File: src/verilog/asr_defs.vh
// constants of the serial receiver block
`ifndef ASR_DEFS_VH
`define ASR_DEFS_VH
// ----------------------------------------
// register byte offsets
// ----------------------------------------
`define ASR_OFF_CTRL 8'h00
`define ASR_OFF_MODE 8'h04
`define ASR_OFF_DIV 8'h08
`define ASR_OFF_STAT 8'h0C
`define ASR_OFF_DATA 8'h10
`define ASR_OFF_PORT 8'h14
// ----------------------------------------
// control fields
// ----------------------------------------
`define ASR_CTRL_RE 0
`define ASR_CTRL_ASYNC 1
`define ASR_CTRL_RST 2'h2
// ----------------------------------------
// mode fields
// ----------------------------------------
`define ASR_MODE_CHR7 0
`define ASR_MODE_PEN 1
`define ASR_MODE_ODD 2
`define ASR_MODE_STOP2 3
`define ASR_MODE_MP 4
`define ASR_MODE_RST 5'h00
// ----------------------------------------
// status fields
// ----------------------------------------
`define ASR_ST_FULL 0
`define ASR_ST_ORER 1
`define ASR_ST_FER 2
`define ASR_ST_PER 3
`define ASR_ST_MPB 4
// ----------------------------------------
// bit period in pclk cycles, reset value
// ----------------------------------------
`define ASR_DIV_RST 16'h0364
`endif

File: src/verilog/asr_buf2.v
// two-entry valid/ready buffer
`timescale 1ns/1ps
`default_nettype none
module asr_buf2 #(
  parameter W = 11,
  parameter DEPTH = 2,
  parameter AW = 1
) (
  input wire pclk,
  input wire presetn,
  input wire flush,
  input wire in_valid,
  output wire in_ready,
  input wire [W-1:0] in_data,
  output wire out_valid,
  input wire out_ready,
  output wire [W-1:0] out_data
);
  reg [W-1:0] mem_r [0:DEPTH-1];
  reg [AW-1:0] wp_r;
  reg [AW-1:0] rp_r;
  reg [AW:0] cnt_r;
  wire push;
  wire pop;
  genvar g;

  assign in_ready = (cnt_r != DEPTH[AW:0]);
  assign out_valid = (cnt_r != {(AW+1){1'b0}});
  assign out_data = mem_r[rp_r];
  assign push = in_valid & in_ready;
  assign pop = out_valid & out_ready;

  // ----------------------------------------
  // storage
  // ----------------------------------------
  generate
    for (g = 0; g < DEPTH; g = g + 1) begin : g_ent
      always @(posedge pclk or negedge presetn) begin
        if (!presetn) begin
          mem_r[g] <= {W{1'b0}};
        end else if (push && wp_r == g[AW-1:0]) begin
          mem_r[g] <= in_data;
        end
      end
    end
  endgenerate

  // ----------------------------------------
  // pointers
  // ----------------------------------------
  always @(posedge pclk or negedge presetn) begin
    if (!presetn) begin
      wp_r <= {AW{1'b0}};
      rp_r <= {AW{1'b0}};
      cnt_r <= {(AW+1){1'b0}};
    end else if (flush) begin
      wp_r <= {AW{1'b0}};
      rp_r <= {AW{1'b0}};
      cnt_r <= {(AW+1){1'b0}};
    end else begin
      if (push) begin
        wp_r <= (wp_r == DEPTH[AW-1:0] - 1'b1) ? {AW{1'b0}} : wp_r + 1'b1;
      end
      if (pop) begin
        rp_r <= (rp_r == DEPTH[AW-1:0] - 1'b1) ? {AW{1'b0}} : rp_r + 1'b1;
      end
      if (push && !pop) begin
        cnt_r <= cnt_r + 1'b1;
      end else if (pop && !push) begin
        cnt_r <= cnt_r - 1'b1;
      end
    end
  end
endmodule
`default_nettype wire

File: src/verilog/asr_top.v
// serial receiver with error flags and apb registers
// How it works
// control bit picks synchronous or asynchronous; async resyncs on every start bit.
// frame: 7 or 8 data bits, 1 or 2 stop bits, even/odd/no parity.
// optional multiprocessor bit after data/parity is received and reported.
// parity, overrun and framing errors each have their own status flag.
// port register bit 0 reads the live receive pin level.
// stop bit sampled at frame end; zero sets the framing error flag.
// with two stop bits only the first is checked.
// a parity or framing errored character still lands in data register; full flag stays clear. An overrun character is dropped.
// no new character starts while a framing error flag is set.
// a flag clears by writing 0 after reading it as 1.
// reset, standby and module stop clear the flags.
// dropping receive enable leaves the error flags unchanged.
// parity mismatch against even/odd setting sets the parity error flag.
`include "asr_defs.vh"
`timescale 1ns/1ps
`default_nettype none
module asr_top (
  input wire pclk,
  input wire presetn,
  input wire psel,
  input wire penable,
  input wire pwrite,
  input wire [7:0] paddr,
  input wire [31:0] pwdata,
  output reg [31:0] prdata,
  output reg pready,
  output reg pslverr,
  input wire rxd,
  input wire sck,
  input wire standby,
  input wire module_stop
);
  localparam W = 11;
  localparam ST_IDLE = 3'h0;
  localparam ST_START = 3'h1;
  localparam ST_DATA = 3'h2;
  localparam ST_PAR = 3'h3;
  localparam ST_MPB = 3'h4;
  localparam ST_STOP = 3'h5;
  localparam ST_SYNC = 3'h6;

  reg [1:0] serial_control_reg;
  reg [4:0] mode_r;
  reg [15:0] div_r;
  reg [7:0] rx_data_reg;
  reg rx_full_flag;
  reg orer_r;
  reg framing_error_flag;
  reg parity_error_flag;
  reg mpb_r;
  reg [4:0] arm_r;
  reg [2:0] st_r;
  reg [15:0] cnt_r;
  reg [2:0] bit_r;
  reg [7:0] sh_r;
  reg par_r;
  reg mpv_r;
  reg rxd_d_r;
  reg sck_d_r;
  reg [31:0] rd_mux;
  reg map_hit;

  wire rx_enable_bit = serial_control_reg[`ASR_CTRL_RE];
  wire async_mode = serial_control_reg[`ASR_CTRL_ASYNC];
  wire chr7 = mode_r[`ASR_MODE_CHR7];
  wire pen = mode_r[`ASR_MODE_PEN];
  wire odd = mode_r[`ASR_MODE_ODD];
  wire mpen = mode_r[`ASR_MODE_MP];
  wire stdby = standby | module_stop;
  wire acc = psel & penable & pready;
  wire wr_acc = acc & pwrite;
  wire rd_acc = acc & ~pwrite;
  wire sel_stat = (paddr == `ASR_OFF_STAT);
  wire tick = (cnt_r == 16'h0000);
  wire [2:0] last_bit = chr7 ? 3'h6 : 3'h7;
  wire [15:0] div_m1 = div_r - 16'h0001;
  wire [4:0] stat = {mpb_r, parity_error_flag, framing_error_flag, orer_r, rx_full_flag};
  wire [4:0] clr = (wr_acc && sel_stat) ? (arm_r & ~pwdata[4:0]) : 5'h00;

  // receiver to buffer
  reg push;
  reg [W-1:0] push_w;
  wire in_ready;
  wire out_valid;
  wire [W-1:0] out_w;
  wire out_ready = ~rx_full_flag & ~framing_error_flag & ~parity_error_flag;
  wire pop = out_valid & out_ready;
  wire ovr_set = push & ~in_ready;

  asr_buf2 #(
    .W(W),
    .DEPTH(2),
    .AW(1)
  ) u_buf (
    .pclk(pclk),
    .presetn(presetn),
    .flush(stdby),
    .in_valid(push),
    .in_ready(in_ready),
    .in_data(push_w),
    .out_valid(out_valid),
    .out_ready(out_ready),
    .out_data(out_w)
  );

  // ----------------------------------------
  // apb slave
  // ----------------------------------------
  always @* begin
    map_hit = 1'b1;
    rd_mux = 32'h00000000;
    case (paddr)
      `ASR_OFF_CTRL: rd_mux[1:0] = serial_control_reg;
      `ASR_OFF_MODE: rd_mux[4:0] = mode_r;
      `ASR_OFF_DIV: rd_mux[15:0] = div_r;
      `ASR_OFF_STAT: rd_mux[4:0] = stat;
      `ASR_OFF_DATA: rd_mux[7:0] = rx_data_reg;
      `ASR_OFF_PORT: rd_mux[0] = rxd;
      default: map_hit = 1'b0;
    endcase
  end

  always @(posedge pclk or negedge presetn) begin
    if (!presetn) begin
      pready <= 1'b0;
      pslverr <= 1'b0;
      prdata <= 32'h00000000;
    end else begin
      pready <= psel & ~penable;
      pslverr <= psel & ~penable & ~map_hit;
      if (psel && !penable && !pwrite) begin
        prdata <= rd_mux;
      end else if (!psel) begin
        prdata <= 32'h00000000;
      end
    end
  end

  // control registers
  always @(posedge pclk or negedge presetn) begin
    if (!presetn) begin
      serial_control_reg <= `ASR_CTRL_RST;
      mode_r <= `ASR_MODE_RST;
      div_r <= `ASR_DIV_RST;
    end else if (wr_acc) begin
      if (paddr == `ASR_OFF_CTRL) begin
        serial_control_reg <= pwdata[1:0];
      end
      if (paddr == `ASR_OFF_MODE) begin
        mode_r <= pwdata[4:0];
      end
      if (paddr == `ASR_OFF_DIV) begin
        div_r <= (pwdata[15:0] == 16'h0000) ? 16'h0001 : pwdata[15:0];
      end
    end
  end

  // flags seen as one by a status read arm their clear
  always @(posedge pclk or negedge presetn) begin
    if (!presetn) begin
      arm_r <= 5'h00;
    end else if (stdby) begin
      arm_r <= 5'h00;
    end else if (wr_acc && sel_stat) begin
      arm_r <= 5'h00;
    end else if (rd_acc && sel_stat) begin
      arm_r <= arm_r | prdata[4:0];
    end
  end

  // ----------------------------------------
  // status flags: set wins over clear
  // ----------------------------------------
  always @(posedge pclk or negedge presetn) begin
    if (!presetn) begin
      rx_full_flag <= 1'b0;
      orer_r <= 1'b0;
      framing_error_flag <= 1'b0;
      parity_error_flag <= 1'b0;
      mpb_r <= 1'b0;
      rx_data_reg <= 8'h00;
    end else if (stdby) begin
      rx_full_flag <= 1'b0;
      orer_r <= 1'b0;
      framing_error_flag <= 1'b0;
      parity_error_flag <= 1'b0;
      mpb_r <= 1'b0;
    end else begin
      if (pop) begin
        rx_data_reg <= out_w[7:0];
      end
      rx_full_flag <= (pop & ~out_w[8] & ~out_w[9]) |
        (rx_full_flag & ~clr[`ASR_ST_FULL]);
      orer_r <= ovr_set | (orer_r & ~clr[`ASR_ST_ORER]);
      framing_error_flag <= (pop & out_w[8]) |
        (framing_error_flag & ~clr[`ASR_ST_FER]);
      parity_error_flag <= (pop & out_w[9]) |
        (parity_error_flag & ~clr[`ASR_ST_PER]);
      if (pop) begin
        mpb_r <= out_w[10];
      end else if (clr[`ASR_ST_MPB]) begin
        mpb_r <= 1'b0;
      end
    end
  end

  // ----------------------------------------
  // receive word assembly
  // ----------------------------------------
  always @* begin
    push = 1'b0;
    push_w = {W{1'b0}};
    if (st_r == ST_STOP && tick) begin
      push = 1'b1;
      push_w[7:0] = chr7 ? {1'b0, sh_r[7:1]} : sh_r;
      push_w[8] = ~rxd;
      push_w[9] = pen & (par_r ^ odd);
      push_w[10] = mpv_r;
    end else if (st_r == ST_SYNC && sck && !sck_d_r && bit_r == 3'h7) begin
      push = 1'b1;
      push_w[7:0] = {rxd, sh_r[7:1]};
    end
  end

  // ----------------------------------------
  // receive sequencer
  // ----------------------------------------
  always @(posedge pclk or negedge presetn) begin
    if (!presetn) begin
      st_r <= ST_IDLE;
      cnt_r <= 16'h0000;
      bit_r <= 3'h0;
      sh_r <= 8'h00;
      par_r <= 1'b0;
      mpv_r <= 1'b0;
      rxd_d_r <= 1'b1;
      sck_d_r <= 1'b0;
    end else begin
      rxd_d_r <= rxd;
      sck_d_r <= sck;
      if (cnt_r != 16'h0000) begin
        cnt_r <= cnt_r - 16'h0001;
      end
      if (stdby || !rx_enable_bit) begin
        st_r <= ST_IDLE;
      end else begin
        case (st_r)
          ST_IDLE: begin
            bit_r <= 3'h0;
            par_r <= 1'b0;
            mpv_r <= 1'b0;
            if (!framing_error_flag && !parity_error_flag && !orer_r) begin
              if (!async_mode) begin
                st_r <= ST_SYNC;
              end else if (rxd_d_r && !rxd) begin
                st_r <= ST_START;
                cnt_r <= {1'b0, div_r[15:1]};
              end
            end
          end
          ST_START: begin
            if (tick) begin
              st_r <= rxd ? ST_IDLE : ST_DATA;
              cnt_r <= div_m1;
            end
          end
          ST_DATA: begin
            if (tick) begin
              sh_r <= {rxd, sh_r[7:1]};
              par_r <= par_r ^ rxd;
              bit_r <= bit_r + 3'h1;
              cnt_r <= div_m1;
              if (bit_r == last_bit) begin
                st_r <= pen ? ST_PAR : (mpen ? ST_MPB : ST_STOP);
              end
            end
          end
          ST_PAR: begin
            if (tick) begin
              par_r <= par_r ^ rxd;
              cnt_r <= div_m1;
              st_r <= mpen ? ST_MPB : ST_STOP;
            end
          end
          ST_MPB: begin
            if (tick) begin
              mpv_r <= rxd;
              cnt_r <= div_m1;
              st_r <= ST_STOP;
            end
          end
          ST_STOP: begin
            if (tick) begin
              st_r <= ST_IDLE;
            end
          end
          ST_SYNC: begin
            if (async_mode) begin
              st_r <= ST_IDLE;
            end else if (sck && !sck_d_r) begin
              sh_r <= {rxd, sh_r[7:1]};
              bit_r <= bit_r + 3'h1;
              if (bit_r == 3'h7 && (framing_error_flag || orer_r)) begin
                st_r <= ST_IDLE;
              end
            end
          end
          default: st_r <= ST_IDLE;
        endcase
      end
    end
  end
endmodule
`default_nettype wire

File: config.mk
export PLATFORM = sky130hd
export DESIGN_NAME = asr_top
export DESIGN_NICKNAME = d
export VERILOG_FILES = /design/src/verilog/asr_buf2.v /design/src/verilog/asr_top.v
export VERILOG_INCLUDE_DIRS = /design/src /design/src/verilog
export SDC_FILE = /design/constraint.sdc
export NUM_CORES = 1
export LEC_CHECK = 0
export BUFFER_PORTS_ARGS = -buffer_cell sky130_fd_sc_hd__buf_4
export CORE_ASPECT_RATIO = 2
export CORE_MARGIN = 3
export CORE_UTILIZATION = 40
export CTS_CLUSTER_DIAMETER = 150
export DETAILED_ROUTE_END_ITERATION = 12
export HOLD_SLACK_MARGIN = 0.15
export REMOVE_ABC_BUFFERS = 1
export SYNTH_ARGS = -nofsm -noshare
export SYNTH_HDL_FRONTEND = slang
export SYNTH_HIERARCHICAL = 1
export SYNTH_SLANG_ARGS = --single-unit
File: constraint.sdc
create_clock -name pclk -period 7.18 [get_ports pclk]
set_input_delay 0.359 -clock pclk [delete_from_list [all_inputs] [get_ports pclk]]
set_output_delay 0.359 -clock pclk [all_outputs]
set_load 0.01 [all_outputs]
==> flow_summary.toml, run 1 <==
[die]
start_util_pct = 40.99
std_cell_rows = 65
die_height_um = 186.3
ios = 83
die_w_um = 96.15
die_area_mm2 = 0.01791
core_area_mm2 = 0.01586

[synth]
synth-async-reset-ratio_pct = 100.0
avgSynthCellArea_um2 = 10.32
synthAdderAreaFrac_pct = 0.9623
ys_warn_count = 6
synth_top_family_by_area = "simple AND/OR/NAND/NOR gates"
synth-edff-count = 0
yosys.area.top_type_share_pct = 43.11
synth_mux_area_share_pct = 12.76
synth-seq-cells = 119
synth_compound_area_share_pct = 13.18
synthCells = 630
synthFlopType = "dfrtp_1"
ys_types = 66
synthSimpleGateAreaFrac_pct = 17.15
ys_top_cells_by_area = "dfrtp_1 43%, mux2_2 8.1%, dfstp_2 2.8%, nand2_1 2.8%, mux2_4 2.3%"
syn_area_mm2 = 0.006501
synthXorXnorAreaFrac_pct = 4.176
yosys.area.top_type = "dfrtp_1"
synth-seq-area-share_pct = 45.94

[layout]
syn_to_final_growth_pct = 16.80
final_nets = 728
largest-register = "u_buf/mem_r"
drive_gt1_share_pct = 24.89
final_common_cell = "dfrtp_1"
largest_register_ffs = 22
antenna_cells = 0
final_cell_mix = "112 x dfrtp_1, 56 x buf_4, 48 x nand2_1"

[sta]
finalCritPeriodShare_pct = 48.02
tns_ps = 0
maxSlewViolCount = 0
worst_pin_slew_ps = 1115
finClkSkew_ps = 9.533
setup_viol = 0
hold_violations = 0
min_period_ps = 3448
rsz0062_at_grt = "no"
fmax_mhz = 290.1
hold_ws_ps = 198.1
finalWorstSetupSlack_ps = 3733
slew_headroom_pct = 25.69

[min_path]
hold_depth = 2
min_to = "div_r[10]"
hp-start = "pwdata[10]"
hp-class = "input port to register"

[detailed_routing]
post-route-drc-count = 0
routedWlPerCell_um = 19.99
first_pass_iters = 5
drt-vias-per-instance = 5.742
routed_wirelength_mm = 17.75
ant_nets = 0
drt_iter0_drc = 332
route.vias.total = 5099

[critical_path]
max_stage_delay_ps = 680
cpLargestDelayFamily = "simple AND/OR/NAND/NOR gates"
path_cells = "or4_1 -> nor4b_1 -> and4_1 -> or2_2 -> inv_1 -> nor2_1 -> ha_1 -> or3_2 -> a21oi_1"
worst_ep_required_time_ps = 7510
cp-start-kind = "register"
reg2reg_slack_ps = 3730
critPathArrivalTime_ps = 3780
reg2reg_to = "u_buf/cnt_r[1]"
critPathMaxFanout = 7
crit_buf_inv = 1
endpoint_kind = "register"
path_class = "register to register"
rr_startpoint = "cnt_r[10]"
critPathSlowestCell = "or4_1"
reg2regPathDepth = 9

[power]
power_density_mw_per_mm2 = 210.3
power.leakage_nw = 3.380
peakVddDrop_mv = 0.2372

[clock_network]
insertion_delay_ps = 410
htree_levels = 4
cts_tree = "done"
clock_sinks = 119
clk_transition_reported_paths_ps = 60
clockBufferDepth = 2
cts.root.buffer_cell = "clkbuf_16"
cts_buffers = 17

[placed_design]
hpwl_mm = 13.27
dp_slack_ps = 3752
gp_congestion = 0.8567
port_buffers = 50

[global_routing]
grt_pass1_vias = 5275
antenna_found_initial = 0
grt_max_degree = 87
grt_usage_pct = 20.70
grt_first_pass_wirelength_mm = 27.95
grt-ovfl-total = 0

[flow_run]
cap_violations = 0

[status]
status = "complete, no violations"
-- area by class of cell --
type	count	area (um^2)
Fill cell	1442	8265
Multi-Input combinational cell	451	3208
Sequential cell	119	2987
Clock buffer	21	470.5
Timing Repair Buffer	60	460.4
Tap cell	201	251.5
Clock inverter	11	122.6
Inverter	25	93.84
-- synthesized netlist by cell type (14+ instances only) --
master	number
clkbuf_1	24
a22o_1	16
xnor2_1	15
nor3_1	21
nor4_1	17
xor2_1	16
o21ai_0	30
nor2_1	30
inv_1	24
dfrtp_1	112
mux2i_1	15
a22oi_1	14
mux2_2	47
nand3_1	17
nand2_1	48
buf_4	16
a21oi_1	16
-- power breakdown --
| part | internal, W | switching [W] | total, W |
|---|---|---|---|
| Combinational | 0.0000235 | 0.0000406 | 0.0000641 |
| Clock | 0.000538 | 0.000312 | 0.000850 |
| Sequential | 0.000678 | 0.00000504 | 0.000683 |
| Total | 0.00124 | 0.000358 | 0.00160 |
-- cell families (layout without fill, tap and decap cells) --
kind of cell,after synthesis,in the layout
AO/OA/AOI/OAI,125,125
XOR/XNOR,31,31
adder cells (fa/ha/maj),5,5
buffers and inverters,75,117
flip-flops,119,119
multiplexers,72,72
other,1,16
AND/OR/NAND/NOR,202,202
-- through the flow --
stage,std cells,utilization [%],total power (W),cell area (um^2)
3_5_place_dp,852,43.89,0.0007569,6960
2_1_floorplan,595,-,0.0007128,6276
4_1_cts,888,47.88,0.001608,7594
3_3_place_gp,852,43.89,0.0007552,6960
5_1_grt,888,47.88,0.001648,7594
6_report,888,47.88,0.001597,7594
-- worst max path at each step --
stage | from | end | slack [ps] | cells after the start
finish | cnt_r[10] | u_buf/cnt_r[1] | 3730 | 9
global route | cnt_r[10] | u_buf/cnt_r[1] | 3550 | 9
CTS | cnt_r[10] | u_buf/cnt_r[1] | 3730 | 9
detailed placement | cnt_r[10] | u_buf/cnt_r[1] | 3750 | 9
global placement | cnt_r[10] | u_buf/cnt_r[1] | 3860 | 9
floorplan | cnt_r[0] | sh_r[0] | 2760 | 7
-- repair_timing --
| action | in CTS | in global routing |
|---|---|---|
| resized for setup | 0 | 0 |
| endpoints found under the hold margin | 32 | 0 |
| buffers inserted | 0 | 0 |
| hold buffers | 4 | 0 |
-- per-layer routing --
| layer | global-route usage [%] | vias up | part of all wire (%) | wire (um) |
|---|---|---|---|---|
| li1 | - | 2360 | - | - |
| met1 | 21.56 | 2603 | 36 | 6474 |
| met2 | 39.63 | 106 | 58 | 10340 |
| met3 | 2.697 | 30 | 2.2 | 396 |
| met4 | 9.464 | 0 | 3.0 | 539 |
| met5 | 0 | - | 0 | 0 |
(Power assumes the default switching activity.)
==> run 2, diff against run 1 <==
- ABC_AREA: not set -> 1
- clock period: 7.18 -> 3.4 ns (I/O delays scaled with it)
==> run 2 against run 1 <==
Against the previous run: final cell count is 36% higher; combinational power rose to 7.6 times the previous value; setup slack got worse by 2700 ps; sequential power is 130% higher; clock power is 140% higher; critical endpoint unchanged; total power grew to 2.6 times the previous value; worst hold slack got worse by 34 ps; routed wire length is 11% higher; utilization up 1.9 points; synthesized cell count rose by 44%; via count up 21%; first-iteration DRC count shrank 15%.
==> flow_summary.toml, run 2 <==
[sta]
fmax_mhz = 417.0
min_period_ps = 2398
tns_ps = 0
hold_violations = 0
worst_pin_slew_ps = 616.6
finalCritPeriodShare_pct = 70.53
finClkSkew_ps = 10.60
setup_viol = 0
rsz0062_at_grt = "no"
slew_headroom_pct = 58.85
hold_ws_ps = 164.1
maxSlewViolCount = 0

[layout]
final_cell_mix = "303 x nand2_1, 112 x dfrtp_1, 93 x inv_1"
largest-register = "u_buf/mem_r"
n_fill_cell = 1606
fin_area_mm2 = 0.008185
antenna_cells = 0
final_core_util_pct = 49.81
drive_gt1_share_pct = 14.26
final_common_cell = "nand2_1"
multi_input_area_mm2 = 0.003211
syn_to_final_growth_pct = 20.79
final_nets = 1044
largest_register_ffs = 22
regArea_mm2 = 0.002987

[synth]
ys_warn_count = 6
ys_top_cells_by_area = "dfrtp_1 41%, nand2_1 17%, inv_1 5.2%, nor2_1 4.5%, o21ai_0 4.3%"
synth-seq-cells = 119
synth_commonest_cells = "303 x nand2_1, 112 x dfrtp_1, 93 x inv_1, 82 x nor2_1, 58 x o21ai_0"
synthCells = 910
yosys.area.top_type = "dfrtp_1"
ys_types = 48
synthFlopType = "dfrtp_1"
avgSynthCellArea_um2 = 7.447
yosysMostFrequentCell = "nand2_1"
synth-async-reset-ratio_pct = 100.0
synth-edff-count = 0
synth-seq-area-share_pct = 44.07
yosys.area.top_type_share_pct = 41.36
syn_area_mm2 = 0.006776

[flow_run]
cap_violations = 0

[detailed_routing]
ant_nets = 0
drt_iter0_drc = 281
route.vias.total = 6177
routedWlPerCell_um = 16.36
first_pass_iters = 5
drt-vias-per-instance = 5.118
routed_wirelength_mm = 19.75
post-route-drc-count = 0

[die]
die_height_um = 190.1
core_area_mm2 = 0.01643
std_cell_rows = 66
ios = 83
die_area_mm2 = 0.01863
die_w_um = 98.04
start_util_pct = 41.24

[global_routing]
use_met2_pct = 40.78
use_met1_pct = 21.00
grt-busiest-layer = "met2"
grt_usage_pct = 21.91
grt_pass1_vias = 6172
grtUsageMet3_pct = 3.376
grt-ovfl-total = 0
grt_first_pass_wirelength_mm = 31.49
antenna_found_initial = 0
grt_max_degree = 55

[power]
p_comb_share_pct = 11.9
power.leakage_nw = 4.064
p_sw_share_pct = 25.22
switchingPower_w = 0.001036
peakVddDrop_mv = 0.2905
clkPwrFrac_pct = 49.8
power_density_mw_per_mm2 = 501.5
p_seq_share_pct = 38.3
p_int_w = 0.003070
total_power_w = 0.004105

[clock_network]
clock_sinks = 119
htree_levels = 4
clk_transition_reported_paths_ps = 60
cts_setup_buffers = 0
cts_buffers = 17
cts_tree = "done"
cts.root.buffer_cell = "clkbuf_16"
insertion_delay_ps = 420
clockBufferDepth = 2

[critical_path]
critPathArrivalTime_ps = 2750
worst_ep_required_time_ps = 3760
cp-start-kind = "register"
critPathSlowestCell = "dfrtp_1"
max_stage_delay_ps = 360
critPathMaxFanout = 10
endpoint_kind = "register"
path_cells = "inv_1 -> ha_1 -> nand2_1 -> inv_1 -> nand3_1 -> inv_2 -> nand2_2 -> o21ai_2 -> nand2_4 -> inv_4 -> ha_1 -> nor2_1 -> nand3_1 -> nand2_1"
path_class = "register to register"

[placed_design]
gp_congestion = 0.9076
hpwl_mm = 15.06
post_dp_cell_area_mm2 = 0.007274
port_buffers = 50

[status]
status = "complete, no violations"

[min_path]
hp-class = "input port to register"
run 2: per-stage QoR:
stage,std cells,setup WS (ps)
2_1_floorplan,891,1314
3_5_place_dp,1150,1056
6_report,1207,1002
5_1_grt,1207,817.6
3_3_place_gp,1150,1064
4_1_cts,1207,1017
run 2: layout make-up:
| type | instances | area share, % |
|---|---|---|
| Clock buffer | 19 | 5.289 |
| Clock inverter | 13 | 2.782 |
| Timing Repair Buffer | 80 | 8.254 |
| Sequential cell | 119 | 36.49 |
| Inverter | 105 | 4.846 |
| Multi-Input combinational cell | 667 | 39.22 |
| Tap cell | 204 | 3.118 |
run 2: layer usage:
| metal | routed length [um] | share of wire, % | vias to the layer above |
|---|---|---|---|
| met3 | 594 | 3.0 | 68 |
| met4 | 1479 | 7.5 | 0 |
| met2 | 10970 | 56 | 181 |
| met1 | 6703 | 34 | 2880 |
| li1 | - | - | 3048 |
| met5 | 0 | 0 | - |
run 2: worst paths after layout:
kind | start | end | slack, ps | depth (start not counted)
worst min-delay path | module_stop | orer_r | 160 | 4
min in group asynchronous | presetn | sh_r[2] | 300 | 2
max in group asynchronous | presetn | div_r[9] | 2340 | 3
worst max-delay path | cnt_r[0] | u_buf/cnt_r[1] | 1000 | 14
worst min register to register | u_buf/mem_r[14] | u_buf/mem_r[14] | 470 | 2
worst max register to register | cnt_r[0] | u_buf/cnt_r[1] | 1000 | 14
run 2: cell families after synthesis:
| logic type | share of synthesized area, % |
|---|---|
| multiplexers | 0.3139 |
| AND/OR/NAND/NOR | 31.35 |
| XOR/XNOR | 2.197 |
| AO/OA/AOI/OAI | 11.71 |
| flip-flops | 44.07 |
| buffers and inverters | 9.379 |
| adder cells (fa/ha/maj) | 0.9232 |
| other | 0.05534 |
run 2: repair_timing:
item | 4_1_cts | 5_1_grt
hold endpoints to repair | 71 | 0
setup endpoints to repair | 0 | 0
hold buffers | 25 | 0
gates resized for setup | 0 | 0
run 2: worst max-delay path: cells and delay by family (launching register included):
kind / cells / cell delay (ps)
buffers and inverters: 4 / 460
flip-flops: 1 / 360
AND/OR/NAND/NOR: 7 / 840
AO/OA/AOI/OAI: 1 / 210
adder cells (fa/ha/maj): 2 / 460
run 2: power groups by stage:
| stage | Sequential [W] | Clock (W) | Combinational [W] |
|---|---|---|---|
| after floorplan | 0.00158 | 0 | 0.000312 |
| after global placement | 0.00160 | 0 | 0.000460 |
| after detailed placement | 0.00160 | 0 | 0.000462 |
| after CTS | 0.00157 | 0.00207 | 0.000492 |
| after global routing | 0.00158 | 0.00213 | 0.000557 |
| final | 0.00157 | 0.00204 | 0.000489 |
